## config.mk

```make
export PLATFORM = sky130hd
export DESIGN_NAME = pmt_telemetry_status
export DESIGN_NICKNAME = d
export VERILOG_FILES = /design/src/pmt_pkg.sv /design/src/pmt_telemetry_status.sv
export SDC_FILE = /design/constraint.sdc
export NUM_CORES = 2
export LEC_CHECK = 0
export ABC_AREA = 1
export BUFFER_PORTS_ARGS = -buffer_cell sky130_fd_sc_hd__buf_2
export CAP_MARGIN = 15
export CORE_MARGIN = 2
export CORE_UTILIZATION = 65
export DETAILED_ROUTE_END_ITERATION = 6
export PLACE_DENSITY = 0.92
export SETUP_SLACK_MARGIN = 0.1
export SYNTH_ARGS = -nofsm -noshare
export SYNTH_HDL_FRONTEND = slang
export SYNTH_SLANG_ARGS = --single-unit
```

## constraint.sdc

```tcl
create_clock -name core_clk -period 37.4 [get_ports core_clk]
set_clock_uncertainty 0.15 [all_clocks]
set_input_delay 1.87 -clock core_clk [delete_from_list [all_inputs] [get_ports core_clk]]
set_output_delay 1.87 -clock core_clk [all_outputs]
set_load 0.01 [all_outputs]
```

## src/pmt_pkg.sv

```systemverilog
// Constants and types shared by the PMBus telemetry and status block
package pmt_pkg;

	// ==========================================================
	// Bus address and command codes
	localparam logic [6:0] BUS_ADDR          = 7'h10;
	localparam logic [7:0] CMD_CLEAR_FAULTS  = 8'h03;
	localparam logic [7:0] CMD_STATUS_WORD   = 8'h79;
	localparam logic [7:0] CMD_OUTPUT_VOLTAGE_STATUS   = 8'h7A;
	localparam logic [7:0] CMD_OUTPUT_CURRENT_STATUS   = 8'h7B;
	localparam logic [7:0] CMD_STATUS_INPUT  = 8'h7C;
	localparam logic [7:0] CMD_STATUS_TEMP   = 8'h7D;
	localparam logic [7:0] CMD_STATUS_COMM   = 8'h7E;
	localparam logic [7:0] CMD_READ_VIN      = 8'h88;
	localparam logic [7:0] CMD_OUTPUT_CURRENT_READING     = 8'h8C;
	localparam logic [7:0] CMD_READ_TEMP     = 8'h8D;
	localparam logic [7:0] CMD_VIN_OFFSET    = 8'hD0;
	localparam logic [7:0] CMD_VIN_GAIN      = 8'hD1;
	localparam logic [7:0] CMD_IOUT_OFFSET   = 8'hD2;
	localparam logic [7:0] CMD_IOUT_GAIN     = 8'hD3;

	// ==========================================================
	// Linear format and corrections
	localparam logic [4:0]         EXP_VIN         = 5'h1D;
	localparam logic [4:0]         EXP_IOUT        = 5'h1C;
	localparam logic [4:0]         EXP_TEMP        = 5'h1E;
	localparam int                 GAIN_SHIFT      = 13;
	localparam int                 IOUT_LSB_UA     = 62500;
	localparam int                 IOUT_BLANK_UA   = 1650000;
	localparam logic signed [17:0] IOUT_BLANK_CNT  =
		18'((IOUT_BLANK_UA + IOUT_LSB_UA - 1) / IOUT_LSB_UA);
	localparam logic signed [17:0] MANT_MAX_S      = 18'h003FF;
	localparam logic [10:0]        MANT_MAX        = 11'h3FF;
	localparam logic [10:0]        MANT_ZERO       = 11'h000;
	localparam logic signed [11:0] TEMP_REF_CNT    = 12'h064;
	localparam int                 TC_SHIFT        = 8;

	// ==========================================================
	// Latched flag indices
	localparam int FLG_VOUT_OV   = 0;
	localparam int FLG_IOUT_OC   = 1;
	localparam int FLG_IOUT_WARN = 2;
	localparam int FLG_VIN_OV    = 3;
	localparam int FLG_VIN_UV    = 4;
	localparam int FLG_VIN_OFF   = 5;
	localparam int FLG_OT        = 6;
	localparam int FLG_OT_WARN   = 7;
	localparam int FLG_CML_CMD   = 8;
	localparam int FLG_CML_DATA  = 9;
	localparam int FLG_CML_PEC   = 10;
	localparam int NUM_FLAGS     = 11;

	// ==========================================================
	// Status bit positions
	localparam int STW_VOUT    = 15;
	localparam int STW_IOUT    = 14;
	localparam int STW_INPUT   = 13;
	localparam int STW_PG_N    = 11;
	localparam int STW_OFF     = 6;
	localparam int STW_VOUT_OV = 5;
	localparam int STW_IOUT_OC = 4;
	localparam int STW_VIN_UV  = 3;
	localparam int STW_TEMP    = 2;
	localparam int STW_CML     = 1;
	localparam int BIT_FAULT   = 7;
	localparam int BIT_IO_WARN = 5;
	localparam int BIT_IN_UV   = 4;
	localparam int BIT_IN_OFF  = 3;
	localparam int BIT_OT_WARN = 6;
	localparam int BIT_CML_DAT = 6;
	localparam int BIT_CML_PEC = 5;
	localparam logic [15:0] STATUS_WORD_RST = 16'h0000;
	localparam logic [7:0]  STATUS_BYTE_RST = 8'h00;

	// ==========================================================
	// Packet error check and idle data
	localparam logic [7:0] CRC_POLY  = 8'h07;
	localparam logic [7:0] CRC_INIT  = 8'h00;
	localparam logic [7:0] IDLE_BYTE = 8'hFF;

	// ==========================================================
	// Types
	typedef struct packed {
		logic vout_ov;
		logic iout_oc;
		logic iout_oc_warn;
		logic vin_ov;
		logic vin_uv;
		logic vin_low_off;
		logic ot;
		logic ot_warn;
		logic unit_off;
		logic power_good;
	} pmt_cond_type;

	typedef struct packed {
		logic [10:0] vin_offset;
		logic [15:0] vin_gain;
		logic [10:0] iout_offset;
		logic [15:0] iout_gain;
	} pmt_cal_type;

	typedef enum logic [2:0] {
		ST_IDLE, ST_ADDR, ST_RX, ST_ACK, ST_TX, ST_MACK, ST_TXLOAD
	} pmt_state_type;

endpackage

```

## src/pmt_telemetry_status.sv

```systemverilog
// PMBus telemetry encoding, status flags and bus slave
//
// Functional notes
// - Input voltage word, exponent -3, positive mantissa
// - Input voltage offset readable, exponent -3
// - Input voltage uses factory gain and offset
// - Output current word, exponent -4, positive mantissa
// - Current below 1.65A reads zero
// - Output current offset readable, exponent -4
// - Current is raw times gain/8192 plus offset
// - Sinking current reads zero
// - Current reading is temperature compensated
// - Temperature word, exponent -2, signed mantissa
// - Status word high byte summary bits
// - Status word low byte summary bits
// - Output voltage status holds only overvoltage
// - Output current status fault and warning
// - Input status overvoltage, undervoltage, low-input off
// - Temperature status fault and warning
// - Communication status command, data, check errors
// - Unsupported bits zero; all flags reset zero
`timescale 1ns/1ns
module pmt_telemetry_status
	import pmt_pkg::*;
(
	input  wire logic               core_clk,
	input  wire logic               rst,
	input  wire logic               scl_in,
	input  wire logic               sda_in,
	output logic                    sda_out,
	output logic                    sda_oe_n,
	input  wire logic        [10:0] vin_adc,
	input  wire logic signed [10:0] iout_adc,
	input  wire logic signed [10:0] temp_adc,
	input  wire pmt_cal_type        cal,
	input  wire pmt_cond_type       cond
);

	// ==========================================================
	// Packet error check
	function automatic logic [7:0] crc8_step(input logic [7:0] crc_in, input logic [7:0] data);
		logic [7:0] c;
		c = crc_in ^ data;
		for (int i = 0; i < 8; i++)
			c = c[7] ? ((c << 1) ^ CRC_POLY) : (c << 1);
		return c;
	endfunction

	function automatic logic is_word_cmd(input logic [7:0] c);
		return (c == CMD_STATUS_WORD) || (c == CMD_READ_VIN) || (c == CMD_OUTPUT_CURRENT_READING) ||
			(c == CMD_READ_TEMP) || (c == CMD_VIN_OFFSET) || (c == CMD_VIN_GAIN) ||
			(c == CMD_IOUT_OFFSET) || (c == CMD_IOUT_GAIN);
	endfunction

	function automatic logic is_byte_cmd(input logic [7:0] c);
		return (c == CMD_OUTPUT_VOLTAGE_STATUS) || (c == CMD_OUTPUT_CURRENT_STATUS) || (c == CMD_STATUS_INPUT) ||
			(c == CMD_STATUS_TEMP) || (c == CMD_STATUS_COMM);
	endfunction

	// ==========================================================
	// Pin synchronisers
	logic scl_meta;
	logic scl_sync;
	logic scl_prev;
	logic sda_meta;
	logic sda_sync;
	logic sda_prev;

	always_ff @(posedge core_clk)
	begin
		if (rst)
		begin
			scl_meta <= 1'b1;
			scl_sync <= 1'b1;
			scl_prev <= 1'b1;
			sda_meta <= 1'b1;
			sda_sync <= 1'b1;
			sda_prev <= 1'b1;
		end
		else
		begin
			scl_meta <= scl_in;
			scl_sync <= scl_meta;
			scl_prev <= scl_sync;
			sda_meta <= sda_in;
			sda_sync <= sda_meta;
			sda_prev <= sda_sync;
		end
	end

	wire scl_rise  = scl_sync & ~scl_prev;
	wire scl_fall  = ~scl_sync & scl_prev;
	wire bus_start = scl_sync & scl_prev & sda_prev & ~sda_sync;
	wire bus_stop  = scl_sync & scl_prev & ~sda_prev & sda_sync;

	// ==========================================================
	// Telemetry arithmetic
	logic        [26:0] vin_prod;
	logic signed [17:0] vin_corr;
	logic        [10:0] vin_mant;
	logic signed [27:0] iout_prod;
	logic signed [17:0] iout_corr;
	logic signed [11:0] temp_delta;
	logic signed [29:0] iout_tc_prod;
	logic signed [17:0] iout_comp;
	logic        [10:0] iout_mant;
	logic        [15:0] vin_reading;
	logic        [15:0] iout_reading;
	logic        [15:0] temp_reading;

	assign vin_prod = vin_adc * cal.vin_gain;
	assign vin_corr = $signed({4'h0, vin_prod[26:GAIN_SHIFT]}) +
		$signed({{7{cal.vin_offset[10]}}, cal.vin_offset});
	// Clamp keeps the mantissa top bit clear
	assign vin_mant = (vin_corr < 18'sh00000) ? MANT_ZERO :
		(vin_corr > MANT_MAX_S) ? MANT_MAX : vin_corr[10:0];

	assign iout_prod = iout_adc * $signed({1'b0, cal.iout_gain});
	assign iout_corr = 18'(iout_prod >>> GAIN_SHIFT) +
		$signed({{7{cal.iout_offset[10]}}, cal.iout_offset});
	// Sense winding resistance rises with heat, so scale the excess back out
	assign temp_delta   = $signed({temp_adc[10], temp_adc}) - TEMP_REF_CNT;
	assign iout_tc_prod = iout_corr * temp_delta;
	assign iout_comp    = iout_corr - 18'(iout_tc_prod >>> TC_SHIFT);
	// Negative (sinking) values fall below the blank limit as well
	assign iout_mant = (iout_comp < IOUT_BLANK_CNT) ? MANT_ZERO :
		(iout_comp > MANT_MAX_S) ? MANT_MAX : iout_comp[10:0];

	always_ff @(posedge core_clk)
	begin
		if (rst)
		begin
			vin_reading  <= {EXP_VIN, MANT_ZERO};
			iout_reading <= {EXP_IOUT, MANT_ZERO};
			temp_reading <= {EXP_TEMP, MANT_ZERO};
		end
		else
		begin
			vin_reading  <= {EXP_VIN, vin_mant};
			iout_reading <= {EXP_IOUT, iout_mant};
			temp_reading <= {EXP_TEMP, temp_adc};
		end
	end

	// ==========================================================
	// Latched status flags
	logic [NUM_FLAGS-1:0] flags;
	logic [NUM_FLAGS-1:0] flag_set;
	logic                 evt_cmd;
	logic                 evt_data;
	logic                 evt_pec;
	logic                 clear_req;
	logic                 unit_off;
	logic                 pg_bad;

	assign flag_set = {evt_pec, evt_data, evt_cmd, cond.ot_warn, cond.ot, cond.vin_low_off,
		cond.vin_uv, cond.vin_ov, cond.iout_oc_warn, cond.iout_oc, cond.vout_ov};

	genvar gi;
	generate
		for (gi = 0; gi < NUM_FLAGS; gi++)
		begin : g_flag
			// Setting wins over a clear in the same cycle
			always_ff @(posedge core_clk)
			begin
				if (rst)
					flags[gi] <= 1'b0;
				else
					flags[gi] <= flag_set[gi] | (flags[gi] & ~clear_req);
			end
		end
	endgenerate

	always_ff @(posedge core_clk)
	begin
		if (rst)
		begin
			unit_off <= 1'b0;
			pg_bad   <= 1'b0;
		end
		else
		begin
			unit_off <= cond.unit_off;
			pg_bad   <= ~cond.power_good;
		end
	end

	// ==========================================================
	// Status bytes and summary word
	logic [7:0]  vout_status;
	logic [7:0]  iout_status;
	logic [7:0]  input_status;
	logic [7:0]  temp_status;
	logic [7:0]  comm_status;
	logic [15:0] status_word;

	always_comb
	begin
		vout_status  = STATUS_BYTE_RST;
		iout_status  = STATUS_BYTE_RST;
		input_status = STATUS_BYTE_RST;
		temp_status  = STATUS_BYTE_RST;
		comm_status  = STATUS_BYTE_RST;
		status_word  = STATUS_WORD_RST;
		vout_status[BIT_FAULT]    = flags[FLG_VOUT_OV];
		iout_status[BIT_FAULT]    = flags[FLG_IOUT_OC];
		iout_status[BIT_IO_WARN]  = flags[FLG_IOUT_WARN];
		input_status[BIT_FAULT]   = flags[FLG_VIN_OV];
		input_status[BIT_IN_UV]   = flags[FLG_VIN_UV];
		input_status[BIT_IN_OFF]  = flags[FLG_VIN_OFF];
		temp_status[BIT_FAULT]    = flags[FLG_OT];
		temp_status[BIT_OT_WARN]  = flags[FLG_OT_WARN];
		comm_status[BIT_FAULT]    = flags[FLG_CML_CMD];
		comm_status[BIT_CML_DAT]  = flags[FLG_CML_DATA];
		comm_status[BIT_CML_PEC]  = flags[FLG_CML_PEC];
		status_word[STW_VOUT]     = |vout_status;
		status_word[STW_IOUT]     = |iout_status;
		status_word[STW_INPUT]    = |input_status;
		status_word[STW_PG_N]     = pg_bad;
		status_word[STW_OFF]      = unit_off;
		status_word[STW_VOUT_OV]  = vout_status[BIT_FAULT];
		status_word[STW_IOUT_OC]  = iout_status[BIT_FAULT];
		status_word[STW_VIN_UV]   = input_status[BIT_IN_UV];
		status_word[STW_TEMP]     = |temp_status;
		status_word[STW_CML]      = |comm_status;
	end

	// ==========================================================
	// Read data selection
	pmt_state_type state;
	logic [7:0]    cmd;
	logic [15:0]   tx_word;
	logic [1:0]    tx_idx;
	logic [7:0]    crc;

	wire [15:0] rd_word =
		(cmd == CMD_READ_VIN)     ? vin_reading :
		(cmd == CMD_OUTPUT_CURRENT_READING)    ? iout_reading :
		(cmd == CMD_READ_TEMP)    ? temp_reading :
		(cmd == CMD_STATUS_WORD)  ? status_word :
		(cmd == CMD_VIN_OFFSET)   ? {EXP_VIN, cal.vin_offset} :
		(cmd == CMD_VIN_GAIN)     ? cal.vin_gain :
		(cmd == CMD_IOUT_OFFSET)  ? {EXP_IOUT, cal.iout_offset} :
		(cmd == CMD_IOUT_GAIN)    ? cal.iout_gain :
		(cmd == CMD_OUTPUT_VOLTAGE_STATUS)  ? {8'h00, vout_status} :
		(cmd == CMD_OUTPUT_CURRENT_STATUS)  ? {8'h00, iout_status} :
		(cmd == CMD_STATUS_INPUT) ? {8'h00, input_status} :
		(cmd == CMD_STATUS_TEMP)  ? {8'h00, temp_status} :
		(cmd == CMD_STATUS_COMM)  ? {8'h00, comm_status} : {IDLE_BYTE, IDLE_BYTE};

	wire [1:0] tx_len = is_word_cmd(cmd) ? 2'h2 : is_byte_cmd(cmd) ? 2'h1 : 2'h0;
	// Unknown commands read all ones with no check byte
	wire [7:0] cur_tx_byte =
		(tx_len == 2'h0)    ? IDLE_BYTE :
		(tx_idx < tx_len)   ? ((tx_idx == 2'h0) ? tx_word[7:0] : tx_word[15:8]) :
		(tx_idx == tx_len)  ? crc : IDLE_BYTE;

	// ==========================================================
	// Bus slave state machine
	logic [2:0]    bit_cnt;
	logic [7:0]    shreg;
	logic          rd_mode;
	logic [1:0]    rx_cnt;
	logic          ack_phase;
	logic          pec_match;
	pmt_state_type next_state;
	logic [2:0]    next_bit_cnt;
	logic [7:0]    next_shreg;
	logic          next_rd_mode;
	logic [1:0]    next_rx_cnt;
	logic [7:0]    next_cmd;
	logic [15:0]   next_tx_word;
	logic [1:0]    next_tx_idx;
	logic [7:0]    next_crc;
	logic          next_ack_phase;
	logic          next_pec_match;
	logic          next_sda_oe_n;
	logic          next_evt_cmd;
	logic          next_evt_data;
	logic          next_evt_pec;
	logic          next_clear_req;

	wire [7:0] rx_byte = {shreg[6:0], sda_sync};
	wire       load_tx = scl_fall & ((state == ST_TXLOAD) |
		((state == ST_ACK) & ack_phase & rd_mode));

	always_comb
	begin
		next_state     = state;
		next_bit_cnt   = bit_cnt;
		next_shreg     = shreg;
		next_rd_mode   = rd_mode;
		next_rx_cnt    = rx_cnt;
		next_cmd       = cmd;
		next_tx_word   = tx_word;
		next_tx_idx    = tx_idx;
		next_crc       = crc;
		next_ack_phase = ack_phase;
		next_pec_match = pec_match;
		next_sda_oe_n  = sda_oe_n;
		next_evt_cmd   = 1'b0;
		next_evt_data  = 1'b0;
		next_evt_pec   = 1'b0;
		next_clear_req = 1'b0;
		if (bus_stop)
		begin
			next_state    = ST_IDLE;
			next_sda_oe_n = 1'b1;
			next_rd_mode  = 1'b0;
			next_rx_cnt   = 2'h0;
			if (!rd_mode)
			begin
				if (rx_cnt == 2'h1)
					next_clear_req = (cmd == CMD_CLEAR_FAULTS);
				else if (rx_cnt == 2'h2)
				begin
					next_clear_req = pec_match & (cmd == CMD_CLEAR_FAULTS);
					next_evt_pec   = ~pec_match & (cmd == CMD_CLEAR_FAULTS);
					next_evt_data  = ~pec_match & (cmd != CMD_CLEAR_FAULTS);
				end
				else if (rx_cnt == 2'h3)
					next_evt_data = 1'b1;
			end
		end
		else if (bus_start)
		begin
			next_state     = ST_ADDR;
			next_bit_cnt   = 3'h0;
			next_ack_phase = 1'b0;
			next_sda_oe_n  = 1'b1;
			if (state == ST_IDLE)
			begin
				next_crc     = CRC_INIT;
				next_rx_cnt  = 2'h0;
				next_rd_mode = 1'b0;
			end
		end
		else if (load_tx)
		begin
			next_state     = ST_TX;
			next_bit_cnt   = 3'h0;
			next_ack_phase = 1'b0;
			next_sda_oe_n  = cur_tx_byte[7];
			next_shreg     = {cur_tx_byte[6:0], 1'b1};
			next_crc       = crc8_step(crc, cur_tx_byte);
		end
		else if (scl_rise)
		begin
			case (state)
				ST_ADDR, ST_RX:
				begin
					next_shreg   = rx_byte;
					next_bit_cnt = bit_cnt + 3'h1;
					if (bit_cnt == 3'h7)
					begin
						next_state = ST_ACK;
						next_crc   = crc8_step(crc, rx_byte);
						if (state == ST_ADDR)
						begin
							next_rd_mode = rx_byte[0];
							next_tx_idx  = 2'h0;
							next_tx_word = rd_word;
							if (rx_byte[7:1] != BUS_ADDR)
								next_state = ST_IDLE;
						end
						else
						begin
							if (rx_cnt != 2'h3)
								next_rx_cnt = rx_cnt + 2'h1;
							if (rx_cnt == 2'h0)
							begin
								next_cmd     = rx_byte;
								next_evt_cmd = ~(is_word_cmd(rx_byte) | is_byte_cmd(rx_byte) |
									(rx_byte == CMD_CLEAR_FAULTS));
							end
							if (rx_cnt == 2'h1)
								next_pec_match = (rx_byte == crc);
						end
					end
				end
				ST_TX:
				begin
					next_bit_cnt = bit_cnt + 3'h1;
					if (bit_cnt == 3'h7)
						next_state = ST_MACK;
				end
				ST_MACK:
				begin
					// Host acknowledge asks for another byte
					if (!sda_sync)
					begin
						next_state  = ST_TXLOAD;
						next_tx_idx = (tx_idx == 2'h3) ? tx_idx : tx_idx + 2'h1;
					end
					else
						next_state = ST_IDLE;
				end
				default:
				begin
				end
			endcase
		end
		else if (scl_fall)
		begin
			case (state)
				ST_ACK:
				begin
					next_ack_phase = ~ack_phase;
					next_sda_oe_n  = ack_phase;
					if (ack_phase)
					begin
						next_state   = ST_RX;
						next_bit_cnt = 3'h0;
					end
				end
				ST_TX:
				begin
					next_sda_oe_n = shreg[7];
					next_shreg    = {shreg[6:0], 1'b1};
				end
				ST_MACK:
					next_sda_oe_n = 1'b1;
				default:
				begin
				end
			endcase
		end
	end

	always_ff @(posedge core_clk)
	begin
		if (rst)
		begin
			state     <= ST_IDLE;
			bit_cnt   <= 3'h0;
			shreg     <= 8'h00;
			rd_mode   <= 1'b0;
			rx_cnt    <= 2'h0;
			cmd       <= 8'h00;
			tx_word   <= 16'h0000;
			tx_idx    <= 2'h0;
			crc       <= CRC_INIT;
			ack_phase <= 1'b0;
			pec_match <= 1'b0;
			sda_oe_n  <= 1'b1;
			sda_out   <= 1'b0;
			evt_cmd   <= 1'b0;
			evt_data  <= 1'b0;
			evt_pec   <= 1'b0;
			clear_req <= 1'b0;
		end
		else
		begin
			state     <= next_state;
			bit_cnt   <= next_bit_cnt;
			shreg     <= next_shreg;
			rd_mode   <= next_rd_mode;
			rx_cnt    <= next_rx_cnt;
			cmd       <= next_cmd;
			tx_word   <= next_tx_word;
			tx_idx    <= next_tx_idx;
			crc       <= next_crc;
			ack_phase <= next_ack_phase;
			pec_match <= next_pec_match;
			sda_oe_n  <= next_sda_oe_n;
			sda_out   <= 1'b0;
			evt_cmd   <= next_evt_cmd;
			evt_data  <= next_evt_data;
			evt_pec   <= next_evt_pec;
			clear_req <= next_clear_req;
		end
	end

endmodule

```

==> impl_metrics.prom <==
# TYPE chip_impl_metric gauge
chip_impl_metric{name="grt_start_max_net_pins",unit=""} 55
chip_impl_metric{name="synth-seq-cells",unit=""} 110
chip_impl_metric{name="yosys.cell_types.count",unit=""} 59
chip_impl_metric{name="total_of_cells_resized_after_clock_tree_synthesis",unit=""} 0
chip_impl_metric{name="grt_pass1_vias",unit=""} 23810
chip_impl_info{name="setup_repair_after_global_routing_missed_its_margin",value="false"} 1
chip_impl_metric{name="antenna_found_initial",unit=""} 8
chip_impl_metric{name="tightest_slew",unit="ps"} 984.0
chip_impl_metric{name="clockBufferDepth",unit=""} 2
chip_impl_metric{name="ios",unit=""} 103
chip_impl_metric{name="1st_iter_drt_viols",unit=""} 2314
chip_impl_info{name="synth_ff_type",value="dfxtp_1"} 1
chip_impl_metric{name="initial_utilization",unit=""} 0.6624
chip_impl_metric{name="clk_transition_reported_paths",unit="ps"} 80
chip_impl_metric{name="multi_input_area",unit="sq um"} 20570
chip_impl_metric{name="route.detailed.vias_per_inst",unit=""} 5.660
chip_impl_info{name="hold_path_startpoint",value="sda_meta"} 1
chip_impl_metric{name="placement_rows",unit=""} 73
chip_impl_info{name="crit_path_start",value="iout_adc[10]"} 1
chip_impl_metric{name="setup_total_negative_slack",unit="ps"} 0
chip_impl_metric{name="synthesis.yosys.warnings",unit=""} 0
chip_impl_metric{name="fillerInstances",unit=""} 3186
chip_impl_info{name="cp-start-kind",value="input pin"} 1
chip_impl_metric{name="timing.fmax",unit="MHz"} 68.27
chip_impl_metric{name="area_occupied_by_registers",unit="sq um"} 2202
chip_impl_metric{name="synth.cell_area",unit="sq um"} 26440
chip_impl_metric{name="core_region_area",unit="sq um"} 39910
chip_impl_metric{name="grt_first_pass_wirelength",unit="um"} 116200
chip_impl_metric{name="crit_required",unit="ps"} 37540
chip_impl_metric{name="cts_num_sinks",unit=""} 110
chip_impl_metric{name="cts-buffers-inserted",unit=""} 9
chip_impl_info{name="most-common-layout-cells",value="nand2_1, inv_1, fa_1"} 1
chip_impl_metric{name="async_reset_ff_frac",unit=""} 0
chip_impl_metric{name="post_synth.cell_area_avg",unit="sq um"} 7.237
chip_impl_metric{name="yosysSeqAreaShare",unit=""} 0.08329
chip_impl_metric{name="drt_first_pass_iters",unit=""} 6
chip_impl_metric{name="cts_setup_buffers",unit=""} 0
chip_impl_metric{name="final_net_count",unit=""} 4442
chip_impl_info{name="mostFrequentLayoutCell",value="nand2_1"} 1
chip_impl_metric{name="area_growth",unit="%"} 4.345
chip_impl_metric{name="via_count",unit=""} 23780
chip_impl_metric{name="syn_inst",unit=""} 3653
chip_impl_metric{name="post_route_cells_drive_above_1_share",unit=""} 0.05478
chip_impl_metric{name="synth_edf_count",unit=""} 0
chip_impl_info{name="cts_tree",value="yes"} 1
chip_impl_metric{name="worstPathArrival",unit="ps"} 14790
chip_impl_info{name="critical-path-top-cell-by-count",value="nand2_1"} 1
chip_impl_metric{name="report.final.hold_viol_count",unit=""} 0
chip_impl_metric{name="timing.max_slew.rel_slack",unit=""} 0.3433
chip_impl_metric{name="routed_length_per_instance",unit="um"} 16.87
chip_impl_info{name="endpoint_kind",value="flop"} 1
chip_impl_metric{name="slew_violations",unit=""} 0
chip_impl_info{name="status",value="completed"} 1
chip_impl_metric{name="route.final.wire_length",unit="um"} 70860
chip_impl_metric{name="min_period_over_period",unit=""} 0.3917
chip_impl_info{name="clk_root_buffer_cell",value="clkbuf_16"} 1
chip_impl_metric{name="gr_overflow_total",unit=""} 0
chip_impl_metric{name="die-height",unit="um"} 205.7
chip_impl_metric{name="finalWeightedCongestion",unit=""} 0.9873
chip_impl_metric{name="groute.usage.overall",unit=""} 0.3461
chip_impl_metric{name="placement.io_buffers",unit=""} 101
chip_impl_metric{name="die_x",unit="um"} 205.7
chip_impl_info{name="crit_slowest_cell",value="fa_1"} 1
chip_impl_info{name="rr_startpoint",value="cmd[0]"} 1
chip_impl_metric{name="setup_viol_count_final",unit=""} 0
chip_impl_info{name="criticalPathCategory",value="in -> reg"} 1
chip_impl_metric{name="critPathMaxStageDelay",unit="ps"} 600
chip_impl_metric{name="holdBufCountCts",unit=""} 0
chip_impl_metric{name="timing.max_cap.violations",unit=""} 0
chip_impl_metric{name="clock_tree.htree_level_count",unit=""} 3
chip_impl_metric{name="drc_errors",unit=""} 0
chip_impl_metric{name="dp_hpwl",unit="um"} 58080
chip_impl_metric{name="worstSkewPairLatency",unit="ps"} 370
chip_impl_metric{name="worst_path_fanout_max",unit=""} 15
chip_impl_metric{name="period_needed",unit="ps"} 14650
chip_impl_metric{name="drtAntennaViolNets",unit=""} 0
chip_impl_metric{name="die_area",unit="sq um"} 42300
chip_impl_info{name="timing.hold.worst.class",value="reg -> reg"} 1
## cells in the mapped netlist (28+ instances only)
cell type	instances	area (sq um)
nand3_1	96	480.5
o21ai_0	124	620.6
nand2_1	889	3337
a21oi_1	219	1096
fa_1	417	8348
dfxtp_1	110	2202
inv_1	830	3115
nor3_1	28	140.1
ha_1	260	3253
nor2_1	244	915.9
xor2_1	59	516.8
xnor2_1	44	385.4
clkbuf_1	109	409.1
## metal layers
layer,vias up,GRT usage,part of all wire
li1,11070,-,-
met1,11200,0.4472,0.38
met2,1280,0.5695,0.46
met3,228,0.06699,0.11
met4,2,0.1454,0.045
met5,-,0,0.00018
## final timing paths
kind | endpoint | slack [ps] | cells past startpoint
worst min-delay path | sda_sync | 260 | 1
worst max register to register | crc[3] | 33600 | 22
worst min register to register | sda_sync | 260 | 1
worst max-delay path | iout_reading[0] | 22750 | 59
## logic make-up after synthesis
kind of cell / count (synthesis) / synth area share
adder cells (fa/ha/maj): 677 / 0.4388
other: 1 / 0.0001418
buffers and inverters: 973 / 0.1389
XOR/XNOR: 107 / 0.03743
flip-flops: 110 / 0.08329
AO/OA/AOI/OAI: 442 / 0.09371
AND/OR/NAND/NOR: 1343 / 0.2077
## sequential cells by signal, summed over array words and instances (netlist names), 8 cells and up
name / count
shreg: 8
flags: 8
tx_word: 16
temp_reading: 11
iout_reading: 11
vin_reading: 11
crc: 8
cmd: 8
## layout make-up
cell class / count / area share
Multi-Input combinational cell: 2572 / 0.7457
Inverter: 857 / 0.1166
Sequential cell: 110 / 0.07983
Tap cell: 525 / 0.02381
Timing Repair Buffer: 114 / 0.02186
Clock buffer: 9 / 0.008164
Clock inverter: 7 / 0.003402
Antenna cell: 7 / 0.0006350
## critical path: cells and delay by family
family	cells	cell delay (ps)
xor gates and xnor gates	3	450
adders and majority gates	14	6290
AOI/OAI and AO/OA	10	2250
buffers and inverters	9	990
and+or+nand+nor	23	2950
## per-stage QoR
| stage | cells | worst slack [ps] | area (sq um) | hold slack, ps | util |
|---|---|---|---|---|---|
| floorplan | 3655 | 23510 | 26450 | 239.5 | - |
| global placement | 4178 | 22980 | 27250 | 246.7 | 0.6827 |
| detailed placement | 4178 | 22550 | 27250 | 245.4 | 0.6827 |
| CTS | 4194 | 22910 | 27570 | 262.6 | 0.6907 |
| global route | 4201 | 21870 | 27590 | 284.8 | 0.6911 |
| finish | 4201 | 22750 | 27590 | 264.4 | 0.6911 |
Power is left out: the tool's default activity adds up to more than one toggle a clock period on the data nets, which glitch-free logic cannot reach.
